<file path="config.mk">
export PLATFORM = sky130hd
export DESIGN_NAME = asp_ports
export DESIGN_NICKNAME = d
export VERILOG_FILES = /design/src/design/asp_sync.v /design/src/design/asp_buf2.v /design/src/design/asp_ports.v
export VERILOG_INCLUDE_DIRS = /design/src /design/src/inc
export SDC_FILE = /design/constraint.sdc
export NUM_CORES = 1
export LEC_CHECK = 0
export BUFFER_PORTS_ARGS = -buffer_cell sky130_fd_sc_hd__buf_2
export CORE_ASPECT_RATIO = 0.7
export CORE_UTILIZATION = 45
export CTS_CLUSTER_DIAMETER = 30
export CTS_CLUSTER_SIZE = 12
export DETAILED_ROUTE_END_ITERATION = 8
export PLACE_DENSITY = 0.65
export RECOVER_POWER = 50
export SYNTH_ARGS = -nofsm -noshare
export SYNTH_HDL_FRONTEND = slang
export SYNTH_HIERARCHICAL = 1
export SYNTH_SLANG_ARGS = --single-unit
</file>
<file path="constraint.sdc">
create_clock -name sys_clk -period 4.8 [get_ports sys_clk]
set_input_delay 1.44 -clock sys_clk [delete_from_list [all_inputs] [get_ports sys_clk]]
set_output_delay 1.44 -clock sys_clk [all_outputs]
set_load 0.01 [all_outputs]
</file>
<file path="src/inc/asp_defines.vh">
// asp_defines.vh: offsets, mode codes and timing counts for the serial ports
// assumes: included by its bare name from the design files
`ifndef ASP_DEFINES_VH
`define ASP_DEFINES_VH
`define ASP_MODE_LJ 2'h0
`define ASP_MODE_LJ_DLY 2'h1
`define ASP_MODE_RJ 2'h2
`define ASP_MODE_WORD 2'h3
`define ASP_RJ_DELAY 16
`define ASP_IN_MIN_BITS 4
`define ASP_IN_MAX_BITS 16
`define ASP_OUT_MAX_BITS 24
`define ASP_MUTE_MIN_CYCLES 128
`define ASP_CLK_HZ 50000000
`define ASP_FAST_SETTLE_MS 200
`define ASP_SLOW_SETTLE_MS 800
`define ASP_FAST_SETTLE_CYC ((`ASP_CLK_HZ / 1000) * `ASP_FAST_SETTLE_MS)
`define ASP_SLOW_SETTLE_CYC ((`ASP_CLK_HZ / 1000) * `ASP_SLOW_SETTLE_MS)
`endif

</file>
<file path="src/design/asp_sync.v">
// asp_sync.v: two-flop synchroniser for a bus of asynchronous levels
// assumes: inputs come from pins or another clock domain
`timescale 1ns/1ps
module asp_sync #(
  parameter WIDTH = 1
) (
  // clock and reset
  input wire sysClk,
  input wire resetN,
  // levels
  input wire [WIDTH-1:0] asyncIn,
  output reg [WIDTH-1:0] syncOut
);
  reg [WIDTH-1:0] stage1;

  // first stage feeds only the second stage
  always @(posedge sysClk)
  begin
    if (!resetN)
    begin
      stage1 <= {WIDTH{1'b0}};
      syncOut <= {WIDTH{1'b0}};
    end
    else
    begin
      stage1 <= asyncIn;
      syncOut <= stage1;
    end
  end
endmodule

</file>
<file path="src/design/asp_buf2.v">
// asp_buf2.v: two-entry buffer with valid/ready on both sides
// assumes: single clock, registered read data
`timescale 1ns/1ps
module asp_buf2 #(
  parameter WIDTH = 32,
  parameter DEPTH = 2
) (
  // clock and reset
  input wire sysClk,
  input wire resetN,
  // filling side
  input wire inValid,
  output wire inReady,
  input wire [WIDTH-1:0] inData,
  // draining side
  output reg outValid,
  input wire outReady,
  output reg [WIDTH-1:0] outData
);
  reg [WIDTH-1:0] mem [0:DEPTH-1];
  reg [1:0] count;
  reg wrPtr;
  reg rdPtr;
  wire push;
  wire pop;
  wire memHas;

  // outData is a register, so one entry may sit in it and one in memory
  assign inReady = (count < DEPTH[1:0]);
  assign push = inValid && inReady;
  assign memHas = (count != 2'h0) && !(outValid && count == 2'h1);
  assign pop = (!outValid || outReady) && memHas;

  always @(posedge sysClk)
  begin
    if (push)
      mem[wrPtr] <= inData;
  end

  // pointers, count and registered head
  always @(posedge sysClk)
  begin
    if (!resetN)
    begin
      wrPtr <= 1'b0;
      rdPtr <= 1'b0;
      count <= 2'h0;
      outValid <= 1'b0;
      outData <= {WIDTH{1'b0}};
    end
    else
    begin
      if (push)
        wrPtr <= ~wrPtr;
      if (pop)
      begin
        rdPtr <= ~rdPtr;
        outData <= mem[rdPtr];
        outValid <= 1'b1;
      end
      else if (outReady)
        outValid <= 1'b0;
      case ({push, outValid && outReady})
        2'b10: count <= count + 2'h1;
        2'b01: count <= count - 2'h1;
        default: count <= count;
      endcase
    end
  end
endmodule

</file>
<file path="src/design/asp_ports.v">
// asp_ports.v: stereo serial input and output ports with mute control
// assumes: all port clocks and pins are asynchronous and sampled by sysClk,
// which must run well above twice the fastest bit clock
// How it works
// RQ1: source keeps frame clocks continuous, two toggles
// RQ2: bit and word clocks may arrive gated
// RQ3: input frame clock sampled by bit clock
// RQ4: two's complement words, MSB first
// RQ5: left word first, frame level names channel
// RQ6: input 4..16 bits, output 4..24 read
// RQ7: polarity pin picks rising or falling edge
// RQ8: two mode pins select framing
// RQ9: word clock mode starts at word rise
// RQ10: left on frame rise, right on fall
// RQ11: delayed mode starts one bit later
// RQ12: right justified starts 16 bits later
// RQ13: word clock ignored in frame modes
// RQ14: bit clock may idle high or low
// RQ15: no gap needed between channels
// RQ16: frame clock duty cycle is free
// RQ17: sleep request halts all activity
// RQ18: control pins stable before first MSB
// RQ19: reset gives 1:1, mute 128 cycles
// RQ20: mute held while rate loop settles; code mutes only in first 256 window cycles, while periods differ
// RQ21: system waits for mute low
// RQ22: unreset settle 200 or 800 ms
// RQ23: mute when buffer pointers cross
// RQ24: control pins synchronised before use
`timescale 1ns/1ps
`include "asp_defines.vh"
module asp_ports #(
  parameter FAST_SETTLE = `ASP_FAST_SETTLE_CYC,
  parameter SLOW_SETTLE = `ASP_SLOW_SETTLE_CYC,
  parameter MUTE_MIN = `ASP_MUTE_MIN_CYCLES,
  parameter OUT_BITS = `ASP_OUT_MAX_BITS
) (
  // clock and reset
  input wire sys_clk,
  input wire reset_n,
  // input serial port pins
  input wire inBitClock,
  input wire inWordClock,
  input wire in_frame_clock,
  input wire inData,
  // output serial port pins
  input wire outBitClock,
  input wire outWordClock,
  input wire out_frame_clock,
  output reg outData,
  // control pins
  input wire in_bit_edge_select,
  input wire out_bit_edge_select,
  input wire in_format_sel_lo,
  input wire in_format_sel_hi,
  input wire out_format_sel_lo,
  input wire out_format_sel_hi,
  input wire sleep_request,
  input wire settle_speed_select,
  // status
  output reg muteOut,
  output reg overflow
);
  // RQ24: synchronise pins
  wire [13:0] pins;
  asp_sync #(.WIDTH(14)) uSync (
    .sysClk(sys_clk),
    .resetN(reset_n),
    .asyncIn({inBitClock, inWordClock, in_frame_clock, inData,
      outBitClock, outWordClock, out_frame_clock,
      in_bit_edge_select, out_bit_edge_select,
      in_format_sel_hi, in_format_sel_lo,
      out_format_sel_hi, out_format_sel_lo, sleep_request}),
    .syncOut(pins)
  );
  wire iBck = pins[13];
  wire iWck = pins[12];
  wire iFrm = pins[11];
  wire iDat = pins[10];
  wire oBck = pins[9];
  wire oWck = pins[8];
  wire oFrm = pins[7];
  wire iPol = pins[6];
  wire oPol = pins[5];
  wire [1:0] iMode = {pins[3], pins[4]};
  wire [1:0] oMode = {pins[1], pins[2]};
  wire sleep = pins[0];
  // settle pin is as asynchronous as the rest, so it gets its own two flops
  wire slowSel;
  asp_sync #(.WIDTH(1)) uSyncSlow (
    .sysClk(sys_clk),
    .resetN(reset_n),
    .asyncIn(settle_speed_select),
    .syncOut(slowSel)
  );

  reg iBckD, oBckD, oFrmD, iWckS, oWckD;
  reg iFrmS, iFrmSD;
  always @(posedge sys_clk)
  begin
    if (!reset_n)
    begin
      iBckD <= 1'b0;
      oBckD <= 1'b0;
      oFrmD <= 1'b0;
      oWckD <= 1'b0;
    end
    else
    begin
      iBckD <= iBck;
      oBckD <= oBck;
      oFrmD <= oFrm;
      oWckD <= oWck;
    end
  end
  // RQ7: polarity picks edge
  wire iCapEdge = iPol ? (iBckD & ~iBck) : (~iBckD & iBck);
  wire oCapEdge = oPol ? (oBckD & ~oBck) : (~oBckD & oBck);
  // output changes on the opposite edge so the sink reads it stable
  wire oShiftEdge = oPol ? (~oBckD & oBck) : (oBckD & ~oBck);

  // RQ3: frame and word clocks sampled on bit clock
  always @(posedge sys_clk)
  begin
    if (!reset_n)
    begin
      iFrmS <= 1'b0;
      iFrmSD <= 1'b0;
      iWckS <= 1'b0;
    end
    else if (iCapEdge && !sleep)
    begin
      iFrmS <= iFrm;
      iFrmSD <= iFrmS;
      iWckS <= iWck;
    end
  end

  // input deserialiser, idle level of bit clock is irrelevant
  // RQ14: edges only, any idle
  reg [4:0] iCnt;
  reg [15:0] iShift;
  reg [31:0] iFrame;
  reg iActive, iWckD, iPairValid;
  reg [4:0] iSkip;
  wire iFrmEdge = iCapEdge && (iFrm != iFrmS);
  wire iWordRise = iCapEdge && iWck && !iWckS;
  // RQ8: mode decode
  // RQ13: word clock only in word mode
  wire iStart = (iMode == `ASP_MODE_WORD) ? iWordRise :
    (iMode == `ASP_MODE_LJ) ? iFrmEdge : 1'b0;
  wire [4:0] iDelay = (iMode == `ASP_MODE_LJ_DLY) ? 5'h01 :
    (iMode == `ASP_MODE_RJ) ? 5'h10 : 5'h00;
  // a channel closes at the next start, or at a framing edge in the delayed modes; short words pad LSBs
  wire iClose = iActive && (iStart || (iFrmEdge && iDelay != 5'h00));
  wire [15:0] iJust = iShift << (5'h10 - iCnt);
  always @(posedge sys_clk)
  begin
    if (!reset_n || sleep)
    begin
      iCnt <= 5'h00;
      iShift <= 16'h0000;
      iFrame <= 32'h00000000;
      iActive <= 1'b0;
      iSkip <= 5'h00;
      iPairValid <= 1'b0;
      iWckD <= 1'b0;
    end
    else
    begin
      iPairValid <= 1'b0;
      // RQ10: MSB on frame edge
      // RQ15: back to back channels
      // RQ5: left in high half, pair pushed when right closes
      if (iClose)
      begin
        iFrame <= iFrmS ? {iJust, iFrame[15:0]} : {iFrame[31:16], iJust};
        iPairValid <= !iFrmS;
      end
      if (iStart)
      begin
        // RQ4: MSB first
        iShift <= {15'h0000, iDat};
        iCnt <= 5'h01;
        iActive <= 1'b1;
      end
      // RQ11: one bit delay
      // RQ12: sixteen bit delay
      else if (iFrmEdge && iDelay != 5'h00)
      begin
        iSkip <= iDelay - 5'h01;
        iActive <= 1'b0;
        iCnt <= (iDelay == 5'h01) ? 5'h1F : 5'h00;
      end
      else if (iCapEdge)
      begin
        if (!iActive && iSkip != 5'h00)
          iSkip <= iSkip - 5'h01;
        else if (!iActive && (iCnt == 5'h1F || iSkip == 5'h00))
        begin
          iShift <= {15'h0000, iDat};
          iCnt <= 5'h01;
          iActive <= 1'b1;
        end
        // RQ6: at most 16 bits
        else if (iActive && iCnt < `ASP_IN_MAX_BITS)
        begin
          iShift <= {iShift[14:0], iDat};
          iCnt <= iCnt + 5'h01;
        end
      end
    end
  end

  // buffer between input and output sides
  wire bufInReady, bufOutValid;
  wire [31:0] bufOutData;
  wire bufPop;
  asp_buf2 #(.WIDTH(32), .DEPTH(2)) uBuf (
    .sysClk(sys_clk),
    .resetN(reset_n),
    .inValid(iPairValid),
    .inReady(bufInReady),
    .inData(iFrame),
    .outValid(bufOutValid),
    .outReady(bufPop),
    .outData(bufOutData)
  );
  // RQ23: crossing pointers
  wire crossWr = iPairValid && !bufInReady;
  wire crossRd = bufPop && !bufOutValid;

  // output serialiser: sample taken at left frame edge
  reg [31:0] oHold;
  reg [23:0] oShift;
  reg [4:0] oCnt;
  reg [4:0] oSkip;
  wire oFrmRise = oFrm && !oFrmD;
  wire oFrmEdge = oFrm != oFrmD;
  wire oWordRise = oWck && !oWckD;
  assign bufPop = oFrmRise && !sleep;
  wire [4:0] oDelay = (oMode == `ASP_MODE_LJ_DLY) ? 5'h01 :
    (oMode == `ASP_MODE_RJ) ? 5'h10 : 5'h00;
  // the pair popped this cycle is not in oHold yet, so bypass it
  wire [31:0] oPair = bufPop ? (bufOutValid ? bufOutData : 32'h00000000) :
    oHold;
  wire [23:0] oWord = oFrm ? {oPair[31:16], 8'h00} : {oPair[15:0], 8'h00};
  always @(posedge sys_clk)
  begin
    if (!reset_n || sleep)
    begin
      oHold <= 32'h00000000;
      oShift <= 24'h000000;
      oCnt <= 5'h00;
      oSkip <= 5'h00;
      outData <= 1'b0;
    end
    else
    begin
      if (bufPop)
        oHold <= bufOutValid ? bufOutData : 32'h00000000;
      // RQ9: word rise loads MSB
      if ((oMode == `ASP_MODE_WORD) ? oWordRise :
        (oFrmEdge && oDelay == 5'h00))
      begin
        outData <= muteOut ? 1'b0 : oWord[23];
        oShift <= {oWord[22:0], 1'b0};
        oCnt <= 5'h01;
      end
      else if (oFrmEdge)
      begin
        oSkip <= oDelay;
        oShift <= oWord;
        outData <= 1'b0;
      end
      else if (oShiftEdge)
      begin
        if (oSkip != 5'h00)
        begin
          oSkip <= oSkip - 5'h01;
          if (oSkip == 5'h01)
          begin
            outData <= muteOut ? 1'b0 : oShift[23];
            oShift <= {oShift[22:0], 1'b0};
          end
        end
        else
        begin
          // RQ6: zero past width
          outData <= muteOut ? 1'b0 : oShift[23];
          oShift <= {oShift[22:0], 1'b0};
        end
      end
    end
  end

  // rate servo: count system cycles per input and output frame
  reg [19:0] iPer, oPer, iRun, oRun;
  reg [31:0] settleCnt;
  reg [7:0] muteCnt;
  wire iFrmRise = iCapEdge && iFrm && !iFrmS;
  wire [19:0] perDiff = (iPer > oPer) ? iPer - oPer : oPer - iPer;
  // RQ19: 1:1 ratio, no flush
  // RQ20: mute while settling; here only the first 256 cycles of the window, and only while periods differ
  // RQ22: settling window
  always @(posedge sys_clk)
  begin
    if (!reset_n)
    begin
      iPer <= 20'h00000;
      oPer <= 20'h00000;
      iRun <= 20'h00000;
      oRun <= 20'h00000;
      settleCnt <= 32'h00000000;
      muteCnt <= 8'h00;
      muteOut <= 1'b1;
      overflow <= 1'b0;
    end
    // RQ17: sleep halts
    else if (sleep)
    begin
      muteOut <= 1'b1;
    end
    else
    begin
      iRun <= iFrmRise ? 20'h00000 : iRun + 20'h00001;
      oRun <= oFrmRise ? 20'h00000 : oRun + 20'h00001;
      if (iFrmRise)
        iPer <= iRun;
      if (oFrmRise)
        oPer <= oRun;
      if (muteCnt < MUTE_MIN[7:0])
        muteCnt <= muteCnt + 8'h01;
      // input and output periods differing by over half the input period restart the settle window
      if ((iFrmRise || oFrmRise) && perDiff > (iPer >> 1))
        settleCnt <= 32'h00000000;
      else if (settleCnt < (slowSel ? SLOW_SETTLE : FAST_SETTLE))
        settleCnt <= settleCnt + 32'h00000001;
      overflow <= crossWr || crossRd;
      muteOut <= (muteCnt < MUTE_MIN[7:0]) || crossWr || crossRd ||
        (settleCnt < (slowSel ? SLOW_SETTLE : FAST_SETTLE) &&
        perDiff > 20'h00000 && muteCnt >= MUTE_MIN[7:0] &&
        settleCnt < 32'h00000100);
    end
  end
endmodule

</file>
==> reports/qor.csv, run 1 <==
metric,value,unit
timing.fmax,208.5,MHz
start_util,45.65,%
clock_path_buffers,3,
crit_family,compound AO/OA/AOI/OAI gates,
path_cells,"inv_2, ha_4, inv_2, fa_2, a21o_1, a221oi_2, buf_4, o211a_4, a211o_1, buf_12, buf_6, or4_1, o2111a_2, ha_4, a21oi_1, nor2b_1, o21ai_1, nand2_1, a211oi_2, a21oi_2, o31ai_4, buf_12, or4b_1, a31oi_1",
dieArea,42460,um2
portBuffers,19,
peakVddDrop,0.0003212,V
hold_violations,0,
finClkSkew,0.02220,ns
setup_viol,0,
drive_above_1_share,16.33,%
clock_latency,0.59,ns
ctsHoldBuffers,0,
clock_sinks,373,
period_minus_slack,4.797,ns
antenna_found_initial,0,
dp_hpwl,31.24,mm
r2r-start,iPer[0]$_SDFFE_PN0P_,
htreeDepth,3,
fin_crit_sh,99.93,%
wirelength,46.67,mm
synth_cell_types,78,
ant_nets,0,
dr.pass1.iters,7,
rr_worst_depth,24,
synth_nets,2255,
slowest_stage,or4_1,
grt_busiest_layer,met1,
grt_util_met2,29.82,%
worst_pin_slew,2.011,ns
path_clk_slew,0.05,ns
grt_max_degree,94,
drv_cap,3,
end_kind,flop,
final_cell_mix,"nand2_1 (324), dfxtp_1 (307), nor2_1 (210), a21oi_1 (206), buf_4 (87)",
grt_pass1_vias,14140,
drc,0,
path_class,reg2reg,
synth_edf_count,64,
drv_slew,108,
yosysSeqAreaShare,43.28,%
syn_area_per_cell,8.741,um2
start_kind,flop,
async_flop_share,0,%
mostFrequentLayoutCell,nand2_1,
grt_util_met1,33.35,%
seqCellArea,8110,um2
drtIter0Drc,1226,
syn_to_final_growth,22.04,%
cellPowerDensity,404.3,nW/um2
viasPerCell,5.467,
num_rows,62,
crit_fanout,6,
nNetsFinal,2329,
timing.slew.headroom,-34.08,%
rrSetupSlack,0.003,ns
synth-seq-cells,373,
gp_congestion,0.9304,
die_h,172.7,um
hold_end,settleCnt[31]$_SDFFE_PN0P_,
worst-endpoint-required,5.31,ns
arrival,5.30,ns
hold_path_depth,2,
vias,15430,
multi_input_area,10040,um2
synthFlopType,dfxtp_1,
ctsRootBufferMaster,clkbuf_16,
fp.coreArea,41040,um2
die_w,245.9,um
fillers,3571,
violations,"max-capacitance violations, max-slew violations",
grt_use_met3,3.787,%
finalNonFillerCells,2822,
outcome,"finished, violations left",
routedWlPerCell,16.54,um
netlist_area,18730,um2
track_usage,21.39,%
grt-ovfl-total,0,
io_pins,20,
grt_pass1_wl,74.10,mm
dp_cells,2674,
cpPeakStageDelay,0.50,ns
synth_warnings,6,
path_buf_inv,6,
cts_buffers,76,
min_path_type,reg2reg,
antennaDiodeCount,0,
rsz0062_at_grt,true,
p_leak,9.221,nW
power.total,9.243,mW
synth_cells,2143,
regToRegEndpoint,settleCnt[20]$_SDFFE_PN0P_,
cts_tree,done,
hp-start,settleCnt[31]$_SDFFE_PN0P_,
==> kinds of logic after synthesis <==
group / count (synthesis) / share of synthesized area [%]
flip-flops: 373 / 43.28
buffers and inverters: 203 / 4.829
multiplexers: 123 / 7.006
adder cells (fa/ha/maj): 95 / 6.425
XOR/XNOR: 64 / 2.992
AND/OR/NAND/NOR: 861 / 21.57
AO/OA/AOI/OAI: 424 / 13.89
==> registers in the layout (all words and copies together) (netlist names), 8 cells and up <==
| signal | cells |
|---|---|
| uSync/syncOut | 14 |
| iFrame | 32 |
| uBuf/outData | 32 |
| uSync/stage1 | 14 |
| iPer | 20 |
| oShift | 16 |
| settleCnt | 32 |
| uBuf/mem | 64 |
| muteCnt | 8 |
| oPer | 20 |
| iShift | 16 |
| oRun | 20 |
| oHold | 32 |
| iRun | 20 |
==> synth_stat cells (all sizes together), types with 7 or more instances <==
library cell	n	area, um2
a211oi	18	140.1
a21o	14	105.1
a21oi	210	1051
a311oi	20	181.4
a31oi	27	168.9
and2	49	334.1
and3	57	356.6
buf	44	307.8
clkbuf	80	300.3
dfxtp	309	6186
edfxtp	64	1922
ha	93	1164
inv	79	296.5
mux2	35	394.1
mux2i	85	850.8
nand2	325	1220
nand2b	31	193.9
nand3	64	325.3
nand3b	12	90.09
nand4	16	100.1
nor2	211	792.0
nor2b	16	100.1
nor3	28	140.1
nor4	12	87.58
o211ai	10	75.07
o21a	13	97.59
o21ai	56	280.3
or3	11	68.82
or4	7	52.55
xnor2	26	227.7
xor2	38	332.8
==> through the flow <==
stage | hold slack (ns) | util [%] | area (um2) | worst slack (ns) | setup TNS (ns)
after floorplan | 0.4057 | - | 18730 | 0.2356 | 0
after global placement | 0.4178 | 47.87 | 19640 | -0.01221 | -0.01221
after detailed placement | 0.4191 | 47.87 | 19640 | 0.03675 | 0
after CTS | 0.4271 | 54.65 | 22430 | 0.0009770 | 0
after global routing | 0.4499 | 55.71 | 22860 | -0.1265 | -1.030
final | 0.4253 | 55.71 | 22860 | 0.003332 | 0
==> worst min-delay path: cells and delay by family (launching register included) <==
family / cells / cell delay (ns)
flip-flops: 1 / 0.30
AND/OR/NAND/NOR: 2 / 0.08
==> where the power goes <==
part           internal [mW]  switching (mW)  total [mW]
sequential              3.21          0.0259        3.24
clock                   3.72            1.85        5.57
combinational          0.167           0.271       0.437
==> metal layers <==
| metal | share of wire, % | vias up | wire (um) |
|---|---|---|---|
| met3 | 6.1 | 66 | 2837 |
| met2 | 41 | 413 | 19100 |
| met5 | 0 | - | 0 |
| met4 | 1.6 | 0 | 770 |
| met1 | 51 | 7292 | 23970 |
| li1 | - | 7658 | - |
==> what timing repair did <==
action                     CTS  global route
gates resized for setup      1            71
setup endpoints to repair    1            32
cloned                       0             1
setup buffers                0             8
pin swaps                    0            41
==> area by class of cell <==
| type | instances | area share [%] |
|---|---|---|
| Clock buffer | 90 | 8.997 |
| Inverter | 79 | 1.297 |
| Tap cell | 544 | 2.977 |
| Multi-Input combinational cell | 1567 | 43.90 |
| Sequential cell | 373 | 35.48 |
| Clock inverter | 49 | 3.174 |
| Timing Repair Buffer | 120 | 4.176 |
==> how the worst max path moves through the flow <==
stage                         startpoint                    endpoint  slack [ns]  cells past startpoint
floorplan           iPer[0]$_SDFFE_PN0P_  settleCnt[20]$_SDFFE_PN0P_        0.24                     22
global placement    iPer[1]$_SDFFE_PN0P_  settleCnt[20]$_SDFFE_PN0P_       -0.01                     19
detailed placement  iPer[0]$_SDFFE_PN0P_  settleCnt[20]$_SDFFE_PN0P_        0.04                     22
CTS                 iPer[0]$_SDFFE_PN0P_  settleCnt[26]$_SDFFE_PN0P_       0.001                     23
global route        iPer[0]$_SDFFE_PN0P_  settleCnt[20]$_SDFFE_PN0P_       -0.13                     23
finish              iPer[0]$_SDFFE_PN0P_  settleCnt[20]$_SDFFE_PN0P_       0.003                     24
Power figures use the tool's default switching activity.
==> run 2: changes to the inputs <==
--- a/config.mk
+++ b/config.mk
@@ -6,8 +6,10 @@
 export SDC_FILE = /design/constraint.sdc
 export NUM_CORES = 1
 export LEC_CHECK = 0
+export ABC_AREA = 1
 export BUFFER_PORTS_ARGS = -buffer_cell sky130_fd_sc_hd__buf_2
 export CORE_ASPECT_RATIO = 0.7
+export CORE_MARGIN = 2
 export CORE_UTILIZATION = 45
 export CTS_CLUSTER_DIAMETER = 30
 export CTS_CLUSTER_SIZE = 12
==> reports/qor.csv, run 2 <==
metric,value,unit,change
syn_to_final_growth,15.50,%,
num_rows,63,,+1.6%
antenna_found_initial,0,,unchanged
rr_worst_depth,25,,+4.2%
hold_path_depth,2,,unchanged
p_int,7.116,mW,+0.21%
dieArea,45270,um2,+6.6%
wirelength,55.27,mm,+18%
hp-start,uSync/stage1[6]$_SDFF_PN0_,,
min_path_type,reg2reg,,
io_pins,20,,unchanged
post-cts-setup-buffer-count,0,,unchanged
seqPwrFrac,33.9,%,-1.1 points
path_clk_slew,0.05,ns,about the same
cts_tree,done,,
fp.coreArea,42640,um2,+3.9%
synth_cells,2774,,+29%
peakVddDrop,0.0002420,V,-25%
slowest_stage,nor2_1,,
dr.pass1.iters,8,,+1
drv_cap,3,,unchanged
timing.slew.headroom,-33.30,%,+0.79 points
cellPowerDensity,450.1,nW/um2,+11%
worst_pin_slew,1.999,ns,-0.01179 ns
grt_max_degree,82,,-13%
cpPeakStageDelay,0.48,ns,-0.02 ns
largest_register_ffs,64,,unchanged
portBuffers,19,,unchanged
antennaDiodeCount,0,,unchanged
arrival,5.05,ns,-0.25 ns
hold_ws,0.3977,ns,-0.02761 ns
regToRegEndpoint,settleCnt[13]$_SDFFE_PN0P_,,
synthFlopType,dfxtp_1,,
synth_edf_count,64,,unchanged
clock_latency,0.59,ns,about the same
ctsRootBufferMaster,clkbuf_16,,
viasPerCell,5.204,,-4.8%
setup_viol,0,,unchanged
fillers,4123,,+15%
yosysTopAreaCell,dfxtp_1,,
syn_area_per_cell,7.067,um2,-19%
netlist_area,19600,um2,+4.6%
p_comb_share,17.5,%,+13 points
worst-endpoint-required,5.32,ns,about the same
rrSetupSlack,0.27,ns,+0.27 ns
cts_resized,0,,-1
clock_path_buffers,3,,unchanged
start_util,45.97,%,+0.32 points
cts_buffers,67,,-12%
grt_pass1_vias,16150,,+14%
dpl_cell_area,20220,um2,+3.0%
path_class,reg2reg,,
hold_violations,0,,unchanged
synth_warnings,6,,unchanged
yosysSeqAreaShare,41.36,%,-1.9 points
finClkSkew,0.01785,ns,-0.004343 ns
fin_crit_sh,94.28,%,-5.6 points
nNetsFinal,2904,,+25%
async_flop_share,0,%,unchanged
synth.area.top_cells,"dfxtp_1 (32%), nand2_1 (14%), edfxtp_1 (9.8%)",,
synth_cell_types,54,,-31%
ctsHoldBuffers,0,,unchanged
max_flop_register,uBuf/mem,,
drc,0,,unchanged
synth_top_area_share,31.56,%,-1.5 points
synthMostInstantiatedCell,nand2_1,,
die_w,253.5,um,+3.1%
grt_pass1_wl,87.17,mm,+18%
clock_sinks,373,,unchanged
drive_above_1_share,7.271,%,-9.1 points
grt-ovfl-total,0,,unchanged
start_kind,flop,,
outcome,"finished, violations left",,
violations,"max-capacitance violations, max-slew violations",,
timing.fmax,221.0,MHz,+6.0%
synth-seq-cells,373,,unchanged
dp_hpwl,39.69,mm,+27%
crit_family,simple AND/OR/NAND/NOR gates,,
mostFrequentLayoutCell,nand2_1,,
path_buf_inv,3,,-3
swShare,30.17,%,+7.0 points
vias,17860,,+16%
hold_end,uSync/syncOut[6]$_SDFF_PN0_,,
p_leak,10.51,nW,+14%
drv_slew,149,,+38%
synth_common_cells,"nand2_1 (706), nor2_1 (387), inv_1 (375), dfxtp_1 (309), o21ai_0 (192)",,
htreeDepth,3,,unchanged
design_area,22640,um2,-0.96%
gp_congestion,0.9740,,+4.7%
end_kind,flop,,
die_h,178.6,um,+3.4%
crit_fanout,26,,+20
final_cell_mix,"nand2_1 (706), nor2_1 (382), inv_1 (375), dfxtp_1 (309), o21ai_0 (191)",,
crit_top_cell,nand2_1,,
ant_nets,0,,unchanged
r2r-start,iPer[6]$_SDFFE_PN0P_,,
p_sw,3.075,mW,+44%
p_clk_share,48.6,%,-12 points
synth_nets,2886,,+28%
routedWlPerCell,16.10,um,-2.6%
drtIter0Drc,1565,,+28%
track_usage,24.46,%,+3.1 points
period_minus_slack,4.526,ns,-0.2711 ns
-- run 2: cell types whose count changed after synthesis, sizes merged, moves of 76 or more --
cell	delta
nand2	+392
nor2	+180
mux2i	-80
o21ai	+138
inv	+301
a21oi	-76
-- run 2: power by group through the flow --
stage	logic, mW	clock network (mW)	registers, mW
after floorplan	1.29	0	3.46
after global placement	1.70	0	3.50
after detailed placement	1.71	0	3.51
after CTS	1.73	5.03	3.45
after global routing	2.03	5.18	3.47
final	1.79	4.95	3.45
-- run 2: tightest hold or removal path, stage by stage (launching register included) --
cell and delay [ns]:
dfxtp_1 0.30, nand2_1 0.04, inv_1 0.04
-- run 2: cell type report --
class / instances / area [um2] / share of cell area, %
Clock buffer: 80 / 1818 / 8.029
Clock inverter: 44 / 571.8 / 2.525
Inverter: 386 / 1451 / 6.410
Multi-Input combinational cell: 1911 / 9610 / 42.45
Sequential cell: 373 / 8108 / 35.81
Tap cell: 585 / 732.0 / 3.233
Timing Repair Buffer: 53 / 350.3 / 1.547
-- run 2: how the worst max path moves through the flow --
| stage | endpoint | slack [ns] | cells past startpoint | start |
|---|---|---|---|---|
| detailed placement | settleCnt[6]$_SDFFE_PN0P_ | 0.18 | 30 | iPer[7]$_SDFFE_PN0P_ |
| global route | settleCnt[22]$_SDFFE_PN0P_ | -0.01 | 30 | iPer[14]$_SDFFE_PN0P_ |
| floorplan | settleCnt[24]$_SDFFE_PN0P_ | 1.07 | 34 | iPer[0]$_SDFFE_PN0P_ |
| finish | settleCnt[13]$_SDFFE_PN0P_ | 0.27 | 25 | iPer[6]$_SDFFE_PN0P_ |
| global placement | settleCnt[5]$_SDFFE_PN0P_ | 0.22 | 32 | iPer[6]$_SDFFE_PN0P_ |
| CTS | settleCnt[6]$_SDFFE_PN0P_ | 0.15 | 30 | iPer[6]$_SDFFE_PN0P_ |
-- run 2: layer usage --
layer | GRT usage [%] | wire, um | vias to the layer above
li1 | - | - | 8970
met1 | 38.38 | 28300 | 8180
met2 | 32.73 | 21180 | 638
met3 | 6.231 | 5073 | 72
met4 | 5.251 | 712 | 0
met5 | 0 | 0 | -
-- run 2: cells by family (layout without fill, tap and decap cells) --
group                      Yosys count  count (layout)  share of synthesized area (%)
and+or+nand+nor                   1325            1325                          27.55
buffers and inverters              491             563                          9.983
AOI/OAI and AO/OA                  439             440                          12.65
DFF                                373             373                          41.36
adders and majority gates           95              95                          6.140
xor gates and xnor gates            46              46                          2.055
muxes                                5               5                         0.2553
-- run 2: stage by stage --
step                total power, mW  instances  util [%]  setup WS [ns]  setup TNS [ns]
finish                        10.19       3432     53.09         0.2744               0
global route                  10.68       3432     53.09       -0.01033        -0.02347
CTS                           10.20       3431     53.03         0.1462               0
detailed placement            5.219       3307     47.43         0.1762               0
global placement              5.199       3307     47.43         0.2214               0
floorplan                     4.751       2774         -          1.069               0
